[src/core/integrity_pkg.sv]
package integrity_pkg;

    // Register index inside one status group; the top selects the group.
    localparam logic [2:0] IDX_COND = 3'h0;
    localparam logic [2:0] IDX_RISE = 3'h1;
    localparam logic [2:0] IDX_FALL = 3'h2;
    localparam logic [2:0] IDX_EVENT = 3'h3;
    localparam logic [2:0] IDX_MASK = 3'h4;

    // Select bit that picks the uncalibrated group instead of integrity.
    localparam int GROUP_SEL_BIT = 3;

    // Values after reset of the filter, mask and event registers and the edge history.
    localparam logic [15:0] RISE_RESET = 16'h7FFF;
    localparam logic [15:0] FALL_RESET = 16'h0000;
    localparam logic [15:0] EVENT_RESET = 16'h0000;
    localparam logic [15:0] MASK_RESET = 16'h0000;
    localparam logic [15:0] COND_RESET = 16'h0000;

    // Integrity condition bit positions.
    localparam int BIT_RESERVED = 0;
    localparam int BIT_NO_RESULT = 1;
    localparam int BIT_MEAS_TIMEOUT = 2;
    localparam int BIT_UNCAL_SUM = 3;
    localparam int BIT_IF_ADC_OVER = 4;
    localparam int BIT_ADC_OVER = 5;
    localparam int BIT_ADC_UNDER = 6;
    localparam int BIT_INSUFF_DATA = 7;
    localparam int BIT_ACQ_FAIL = 8;
    localparam int BIT_MEM_FAIL = 9;
    localparam int BIT_AUTO_TRIG_TO = 10;
    localparam int BIT_TRIG_PROBLEM = 11;
    localparam int BIT_TRACE_STALE = 12;
    localparam int BIT_OTHER_TERM = 13;
    localparam int BIT_SET_LIMITED = 14;
    localparam int BIT_ALWAYS_ZERO = 15;

    // Condition bits that are built; a cleared bit reads as zero.
    localparam logic [15:0] INTEG_IMPL_MASK = 16'h7FFE;
    localparam logic [15:0] UNCAL_IMPL_MASK = 16'h7FFF;

    // True when a register index addresses the given register.
    function automatic logic idx_is(input logic [2:0] idx,
                                    input logic [2:0] reg_idx);
        idx_is = (idx == reg_idx);
    endfunction

endpackage

[src/core/status_if.sv]
interface status_if;
    logic [2:0] idx;
    logic wr;
    logic rd;
    logic [15:0] wdata;
    logic [15:0] rdata;
    logic summary;

    modport ctrl (output idx, output wr, output rd, output wdata,
                  input rdata, input summary);
    modport grp (input idx, input wr, input rd, input wdata,
                 output rdata, output summary);
endinterface

[src/core/cond_sync.sv]
module cond_sync
    import integrity_pkg::*;
#(
    parameter int W = 32
) (
    input wire logic i_clk_sys,
    input wire logic i_nrst,
    input wire logic [W-1:0] i_async,
    output logic [W-1:0] o_sync
);

    logic [W-1:0] s1_ff;
    logic [W-1:0] s2_ff;
    logic [W-1:0] s3_ff;
    logic [W-1:0] stable_ff;
    logic [W-1:0] nxt_stable;

    // A bit moves only once the second and third stage agree, so a pin
    // that is still settling is never seen as two separate edges.
    assign nxt_stable = (s2_ff & ~(s2_ff ^ s3_ff))
                      | (stable_ff & (s2_ff ^ s3_ff));

    // Three-stage chain; the first stage feeds only the second.
    always_ff @(posedge i_clk_sys or negedge i_nrst) begin
        if (!i_nrst) begin
            s1_ff <= '0;
            s2_ff <= '0;
            s3_ff <= '0;
            stable_ff <= '0;
        end else begin
            s1_ff <= i_async;
            s2_ff <= s1_ff;
            s3_ff <= s2_ff;
            stable_ff <= nxt_stable;
        end
    end

    assign o_sync = stable_ff;

endmodule

[src/core/status_group.sv]
module status_group
    import integrity_pkg::*;
(
    input wire logic i_clk_sys,
    input wire logic i_nrst,
    input wire logic [15:0] i_cond,
    status_if.grp bus
);

    logic [15:0] cond_prev_ff;
    logic [15:0] rise_ff;
    logic [15:0] fall_ff;
    logic [15:0] event_ff;
    logic [15:0] mask_ff;
    logic [15:0] nxt_event;
    logic [15:0] rose;
    logic [15:0] fell;
    logic [15:0] qual;
    logic rd_event;
    logic wr_rise;
    logic wr_fall;
    logic wr_mask;

    // Edge qualification against the two filters.
    assign rose = i_cond & ~cond_prev_ff;
    assign fell = ~i_cond & cond_prev_ff;
    assign qual = (rose & rise_ff) | (fell & fall_ff);

    // Access decode; the condition and event registers take no writes.
    assign rd_event = bus.rd & idx_is(bus.idx, IDX_EVENT);
    assign wr_rise = bus.wr & idx_is(bus.idx, IDX_RISE);
    assign wr_fall = bus.wr & idx_is(bus.idx, IDX_FALL);
    assign wr_mask = bus.wr & idx_is(bus.idx, IDX_MASK);

    // A read clears, but an edge in the same cycle survives the clear.
    assign nxt_event = (rd_event ? EVENT_RESET : event_ff) | qual;

    // Read mux; unmapped indices read as zero.
    assign bus.rdata = idx_is(bus.idx, IDX_COND) ? i_cond :
                       idx_is(bus.idx, IDX_RISE) ? rise_ff :
                       idx_is(bus.idx, IDX_FALL) ? fall_ff :
                       idx_is(bus.idx, IDX_EVENT) ? event_ff :
                       idx_is(bus.idx, IDX_MASK) ? mask_ff : 16'h0000;
    assign bus.summary = |(event_ff & mask_ff);

    // Group state.
    always_ff @(posedge i_clk_sys or negedge i_nrst) begin
        if (!i_nrst) begin
            cond_prev_ff <= COND_RESET;
            rise_ff <= RISE_RESET;
            fall_ff <= FALL_RESET;
            event_ff <= EVENT_RESET;
            mask_ff <= MASK_RESET;
        end else begin
            cond_prev_ff <= i_cond;
            event_ff <= nxt_event;
            if (wr_rise) begin
                rise_ff <= bus.wdata;
            end
            if (wr_fall) begin
                fall_ff <= bus.wdata;
            end
            if (wr_mask) begin
                mask_ff <= bus.wdata;
            end
        end
    end
endmodule

[src/core/integrity_status.sv]
module integrity_status
    import integrity_pkg::*;
(
    input wire logic i_clk_sys,
    input wire logic i_nrst,
    input wire logic i_no_result,
    input wire logic i_meas_timeout,
    input wire logic i_if_adc_over,
    input wire logic i_adc_over,
    input wire logic i_adc_under,
    input wire logic i_insuff_data,
    input wire logic i_acq_fail,
    input wire logic i_mem_fail,
    input wire logic i_auto_trig_timeout,
    input wire logic i_trig_problem,
    input wire logic i_trace_stale,
    input wire logic i_other_term,
    input wire logic i_setting_limited,
    input wire logic [15:0] i_uncal_cond,
    input wire logic [3:0] i_reg_sel,
    input wire logic i_reg_wr,
    input wire logic i_reg_rd,
    input wire logic [15:0] i_reg_wdata,
    output logic [15:0] o_reg_rdata,
    output logic o_reg_rvalid,
    output logic o_integrity_summary
);

    logic [31:0] pin_raw;
    logic [31:0] pin_sync;
    logic [15:0] integ_cond;
    logic [15:0] uncal_cond;
    logic [15:0] rd_mux;
    logic [15:0] rdata_ff;
    logic rvalid_ff;
    logic sel_uncal;
    logic uncal_summary;

    status_if integ_bus ();
    status_if uncal_bus ();

    // Condition pins gathered at their weights; the spare positions are
    // tied low so one synchroniser covers both groups.
    assign pin_raw = {
        i_uncal_cond,
        1'b0,
        i_setting_limited,
        i_other_term,
        i_trace_stale,
        i_trig_problem,
        i_auto_trig_timeout,
        i_mem_fail,
        i_acq_fail,
        i_insuff_data,
        i_adc_under,
        i_adc_over,
        i_if_adc_over,
        1'b0,
        i_meas_timeout,
        i_no_result,
        1'b0
    };

    cond_sync #(
        .W(32)
    ) u_sync (
        .i_clk_sys(i_clk_sys),
        .i_nrst(i_nrst),
        .i_async(pin_raw),
        .o_sync(pin_sync)
    );

    // Live condition vectors; nothing stores them, so no write can touch
    // them. Integrity bits 0 and 15 are forced low and bit 3 is the sub-summary; the uncalibrated vector forces only bit 15.
    assign uncal_cond = pin_sync[31:16] & UNCAL_IMPL_MASK;
    assign integ_cond = {
        1'b0,
        pin_sync[14:4],
        uncal_summary,
        pin_sync[2:1],
        1'b0
    } & INTEG_IMPL_MASK;

    // Register select: bit 3 picks the uncalibrated group.
    assign sel_uncal = i_reg_sel[GROUP_SEL_BIT];

    // Both groups see the same index and data; only the strobes are
    // steered, so a write meant for one group never lands in the other.
    assign integ_bus.idx = i_reg_sel[2:0];
    assign integ_bus.wr = i_reg_wr & ~sel_uncal;
    assign integ_bus.rd = i_reg_rd & ~sel_uncal;
    assign integ_bus.wdata = i_reg_wdata;

    assign uncal_bus.idx = i_reg_sel[2:0];
    assign uncal_bus.wr = i_reg_wr & sel_uncal;
    assign uncal_bus.rd = i_reg_rd & sel_uncal;
    assign uncal_bus.wdata = i_reg_wdata;

    // Same group logic serves both levels of the hierarchy.
    status_group u_integ (
        .i_clk_sys(i_clk_sys),
        .i_nrst(i_nrst),
        .i_cond(integ_cond),
        .bus(integ_bus.grp)
    );

    status_group u_uncal (
        .i_clk_sys(i_clk_sys),
        .i_nrst(i_nrst),
        .i_cond(uncal_cond),
        .bus(uncal_bus.grp)
    );

    assign uncal_summary = uncal_bus.summary;

    // The answer is the plain 16-bit word; its value equals the decimal
    // sum of the weights of the set bits, so no conversion is needed.
    assign rd_mux = sel_uncal ? uncal_bus.rdata : integ_bus.rdata;

    // Read data is captured in the cycle of the read, the same edge on
    // which the event register clears, so the reply holds the old events.
    always_ff @(posedge i_clk_sys or negedge i_nrst) begin
        if (!i_nrst) begin
            rdata_ff <= 16'h0000;
            rvalid_ff <= 1'b0;
        end else begin
            rvalid_ff <= i_reg_rd;
            if (i_reg_rd) begin
                rdata_ff <= rd_mux;
            end
        end
    end

    assign o_reg_rdata = rdata_ff;
    assign o_reg_rvalid = rvalid_ff;
    assign o_integrity_summary = integ_bus.summary;
endmodule

[config.mk]
export PLATFORM = sky130hd
export DESIGN_NAME = integrity_status
export DESIGN_NICKNAME = d
export VERILOG_FILES = /design/src/core/integrity_pkg.sv /design/src/core/status_if.sv /design/src/core/cond_sync.sv /design/src/core/status_group.sv /design/src/core/integrity_status.sv
export SDC_FILE = /design/constraint.sdc
export NUM_CORES = 1
export LEC_CHECK = 0
export ABC_AREA = 1
export BUFFER_PORTS_ARGS = -buffer_cell sky130_fd_sc_hd__buf_2
export CAP_MARGIN = 20
export CELL_PAD_IN_SITES_DETAIL_PLACEMENT = 1
export CELL_PAD_IN_SITES_GLOBAL_PLACEMENT = 1
export CORE_ASPECT_RATIO = 1.4
export CORE_MARGIN = 1.5
export CORE_UTILIZATION = 51
export CTS_CLUSTER_DIAMETER = 150
export DETAILED_ROUTE_END_ITERATION = 16
export PLACE_DENSITY_LB_ADDON = 0.3
export RECOVER_POWER = 100
export SYNTH_ARGS = -nofsm -noshare
export SYNTH_HDL_FRONTEND = slang
export SYNTH_HIERARCHICAL = 1
export SYNTH_SLANG_ARGS = --single-unit
[constraint.sdc]
create_clock -name i_clk_sys -period 2.5 [get_ports i_clk_sys]
set_input_delay 0.375 -clock i_clk_sys [delete_from_list [all_inputs] [get_ports i_clk_sys]]
set_output_delay 0.375 -clock i_clk_sys [all_outputs]
set_load 0.01 [all_outputs]
# Yosys cells after proc, flatten, opt, wreduce, memory -nomap -nowiden
# Index checks and enable logic that the tools add are counted.
[classes] bitwise_logic=36 reduce_logical=3 n_mux=13 eq_ne=4
[ops] op="2-to-1 mux 16 bit" n=13
[ops] op="AND 16 bit" n=6
[ops] op="AND 32 bit" n=2
[ops] op="inverter 15 -> 16 bit" n=4
[ops] op="OR 16 bit" n=4
[ops] op="AND 15 x 16 -> 16 bit" n=2
[ops] op="AND 16 x 15 -> 16 bit" n=2
[ops] op="inverter 32 bit" n=1
[ops] op="OR 32 bit" n=1
[ops] op="OR reduction 16 bit" n=2
[ops] op="XOR 32 bit" n=1
[ops] op="AND 1 bit" n=12
[ops] op="equality test 3 x 2 -> 1 bit (second input constant)" n=2
[ops] op="equality test 3 x 1 -> 1 bit (second input constant)" n=1
[ops] op="equality test 3 bit (second input constant)" n=1
[ops] op="zero test 3 bit" n=1
[ops] op="inverter 1 bit" n=1
[word_totals] wordCells=72 regBits=293 out_inout_bits=18 inputBits=53

# Longest topological paths before layout
[depth] depth_word=7 depth_mapped=9 ltp_nobuf=8

# Cells and area by module
# The synthesis kept the hierarchy.
[by_module_without_submodules] mod="status_group" instances=2 area_per_inst_um2=3722.3 cells_per_inst=471 seq_area_each_um2=2020.7
[by_module_without_submodules] mod="cond_sync" instances=1 area_per_inst_um2=3723.6 cells_per_inst=256 seq_area_each_um2=3203.1
[by_module_without_submodules] mod="integrity_status" instances=1 area_per_inst_um2=842.1 cells_per_inst=99 seq_area_each_um2=425.4

# Worst setup path before layout
# No wires, ideal clock.
[synth_path] path_type="input to register" startpoint="in i_reg_sel[2]" endpoint="reg rdata_ff[13] (netlist: o_reg_rdata[13])" setup_slack_ns=1.052 required_ns=2.432 path_buffers=2 setup_time_ns=0.068 cell_stages=7 arrival_time_ns=1.380 path_cell_list="buf_2 nor3_2 clkbuf_1 nand2_1 nand3_1 nand3_1 nand3_1"
[synth_via] elab_chain_len=7 word_cells_on_any_way=16 cone_classes="eq/ne: 4; mux: 11; reduce/logical: 1"
[synth_lines] item="start, declared" line="integrity_status.sv:20" rtl="input wire logic [3:0] i_reg_sel,"
[synth_lines] item="equality test 3 bit" line="integrity_pkg.sv:45" rtl="idx_is = (idx == reg_idx);"
[synth_lines] item="2-to-1 mux 16 bit" line="status_group.sv:43" rtl="idx_is(bus.idx, IDX_MASK) ? mask_ff : 16'h0000;"
[synth_lines] item="2-to-1 mux 16 bit" line="status_group.sv:42" rtl="idx_is(bus.idx, IDX_EVENT) ? event_ff :"
[synth_lines] item="2-to-1 mux 16 bit" line="status_group.sv:41" rtl="idx_is(bus.idx, IDX_FALL) ? fall_ff :"
[synth_lines] item="2-to-1 mux 16 bit" line="status_group.sv:40" rtl="idx_is(bus.idx, IDX_RISE) ? rise_ff :"
[synth_lines] item="2-to-1 mux 16 bit (*)" line="status_group.sv:39" rtl="assign bus.rdata = idx_is(bus.idx, IDX_COND) ? i_cond :"
[synth_lines] item="via uncal_bus.rdata[13]" line="status_if.sv:6" rtl="logic [15:0] rdata;"
[synth_lines] item="2-to-1 mux 16 bit (*)" line="integrity_status.sv:118" rtl="assign rd_mux = sel_uncal ? uncal_bus.rdata : integ_bus.rdata;"
[synth_lines] item="end signal, assigned" line="integrity_status.sv:129" rtl="rdata_ff <= rd_mux;"
[synth_lines] item="end, declared" line="integrity_status.sv:34" rtl="logic [15:0] rdata_ff;"
# The timed path passes the listed nets; every way through them passes the cells marked *.
# A chain may end at the register's enable or synchronous reset.

# Worst setup path after layout
[layout_path] startpoint="in i_reg_sel[2]" endpoint="reg u_integ.rise_ff[6]"
[layout_via] elab_chain_len=2
[layout_lines] item="equality test 3 x 1 -> 1 bit" line="integrity_pkg.sv:45"
[layout_lines] item="AND 1 bit" line="status_group.sv:31" rtl="assign wr_rise = bus.wr & idx_is(bus.idx, IDX_RISE);"
[layout_lines] item="end signal, assigned" line="status_group.sv:58" rtl="rise_ff <= bus.wdata;"
[layout_lines] item="end, declared" line="status_group.sv:11" rtl="logic [15:0] rise_ff;"
# Every way passes these cells.

==> run_results.csv <==
group,metric,value,unit
status,outcome,"finished, violations left",
status,violations,"capacitance limit, slew limit",
final_layout,nets,1445,
power,finalPower,11810,µW
timing,whs,0.1322,ns
detailed_routing,dr.pass1.iters,5,
clock_tree,post_cts_buffers,0,
floorplan,initial_core_util,0.5162,
clock_tree,cts-root-buf,"clkbuf_16",
global_routing,track_usage,0.2782,
timing,fmax,443.3,MHz
timing,setup_violations,0,
final_layout,drive_above_1_share,0.1125,
timing,fin_crit_sh,0.9024,
clock_tree,cts_made_buffers,29,
final_layout,finalNonFillerCells,1714,
detailed_routing,avgViaCountPerCell,5.453,
detailed_routing,ant_nets,0,
critical_path,crit_fanout,22,
place,port_buffers,69,
detailed_routing,wl_per_cell,18.45,µm
final_layout,design_area,13490,µm²
place,dp.cells,1633,
timing,rsz0062_at_grt,"false",
clock_tree,h-tree-depth,1,
critical_path,cp_num_buf_inv,2,
final_layout,syn2layout_area_growth,16.82,%
critical_path,critPathLaunchType,"input port",
power,power.density,876.0,nW/µm²
final_layout,top_regs,"u_sync/s1_ff x28, u_sync/s2_ff x28, u_sync/s3_ff x28",
critical_path,required,2.95,ns
global_routing,grt_max_degree,67,
synthesis,netlist_area,11540,µm²
timing,clock_skew,0.01144,ns
synthesis,synth_cells,1265,
critical_path,cp_slowest_cell,"nor3_2",
detailed_routing,via_count,9347,
timing,maxSlewViolCount,1,
clock_tree,clk_path_buf_depth,3,
timing,relSlewSlack,-0.004955,
power,ir_drop,590.5,µV
timing,fin_tns_setup,0,ns
place,placed_area,12390,µm²
global_routing,antenna_found_initial,0,
critical_path,crit_arrival,2.71,ns
critical_path,end_kind,"flip-flop",
power,p_leak,0.006504,µW
floorplan,placementRows,65,
global_routing,grt_pass1_wl,50720,µm
critical_path,cpPeakStageDelay,1.19,ns
detailed_routing,drc,0,
timing,layout_min_cycle_time,2.256,ns
detailed_routing,drt_iter0_markers,490,
final_layout,final_cell_mix,"nand2_1 (433), dfrtp_1 (259), nand3_1 (120), o21ai_0 (116), inv_1 (101)",
clock_tree,worstSkewPairLatency,0.54,ns
final_layout,diodes,0,
flow_run,drv_cap,1,
synthesis,avgSynthCellArea,9.126,µm²
clock_tree,clk_pin_slew,0.06,ns
hold_path,worst_hold_path_type,"in2reg",
detailed_routing,wl,31620,µm
final_layout,final_common_cell,"nand2_1",
floorplan,die-area,23560,µm²
critical_path,path_cells,"buf_2, nor3_2, nand2_2, buf_12, o21ai_0",
clock_tree,cts_tree,"done",
floorplan,dieWidth,130.2,µm
critical_path,criticalPathCategory,"in2reg",
timing,hold_viol,0,
timing,tightest_slew,1.499,ns
place,gp_congestion,0.8212,
global_routing,grt_pass1_vias,10100,
place,dp_hpwl,20350,µm
clock_tree,numClockSinks,289,
floorplan,core_area,22370,µm²
critical_path,crit_family,"simple AND/OR/NAND/NOR gates",
floorplan,die_h,181.0,µm
floorplan,io_pins,71,
synthesis,synth_warnings,6,
global_routing,overflow,0,
what timing repair did:
item / in CTS / in global routing
endpoints found under the hold margin: 82 / 0
hold buffers: 29 / 0
gates resized for setup: 0 / 0
tightest hold or removal path, cell delays in order:
cell and delay (ns):
buf_2 0.11, inv_1 0.09, o21ai_0 0.09
metrics by stage:
stage / utilization / setup WS [ns]
5_1_grt: 0.6030 / 0.2294
3_5_place_dp: 0.5540 / 0.2497
4_1_cts: 0.6098 / 0.5134
2_1_floorplan: - / 1.052
3_3_place_gp: 0.5540 / 0.2869
6_report: 0.6030 / 0.2439
routing by layer:
metal,GRT usage,routed length [µm],vias up,part of all wire
li1,-,-,4303,-
met1,0.3288,12590,4775,0.40
met2,0.5051,17030,192,0.54
met3,0.03761,1063,77,0.034
met4,0.1058,942,0,0.030
met5,0,0,-,0
where the power goes:
group          internal, µW  leakage (µW)  switching (µW)
logic                   533       0.00264             922
clock network          2610      0.000476            1780
registers              5430       0.00339             547
total                  8570       0.00650            3240
path summary, 6_finish.rpt:
check | start | end | slack, ns | cells past startpoint
worst max-delay path | i_reg_sel[2] | u_integ/rise_ff[6] | 0.24 | 5
worst min-delay path | i_reg_wdata[11] | u_integ/rise_ff[11] | 0.13 | 3
worst max register to register | u_uncal/event_ff[10] | o_reg_rdata[3] | 1.05 | 8
worst min register to register | u_sync/s1_ff[18] | u_sync/s2_ff[18] | 0.34 | 0
max in group asynchronous | i_nrst | u_uncal/cond_prev_ff[11] | 0.56 | 3
min in group asynchronous | i_nrst | u_sync/s2_ff[4] | 0.38 | 2
area by class of cell:
| class | count | area [µm²] |
|---|---|---|
| Fill cell | 2565 | 8879 |
| Sequential cell | 289 | 7269 |
| Multi-Input combinational cell | 838 | 3656 |
| Clock buffer | 43 | 838.3 |
| Timing Repair Buffer | 129 | 827.0 |
| Inverter | 105 | 399.1 |
| Tap cell | 301 | 376.6 |
| Clock inverter | 9 | 120.1 |
No activity file was read; power rests on OpenSTA's default activity.
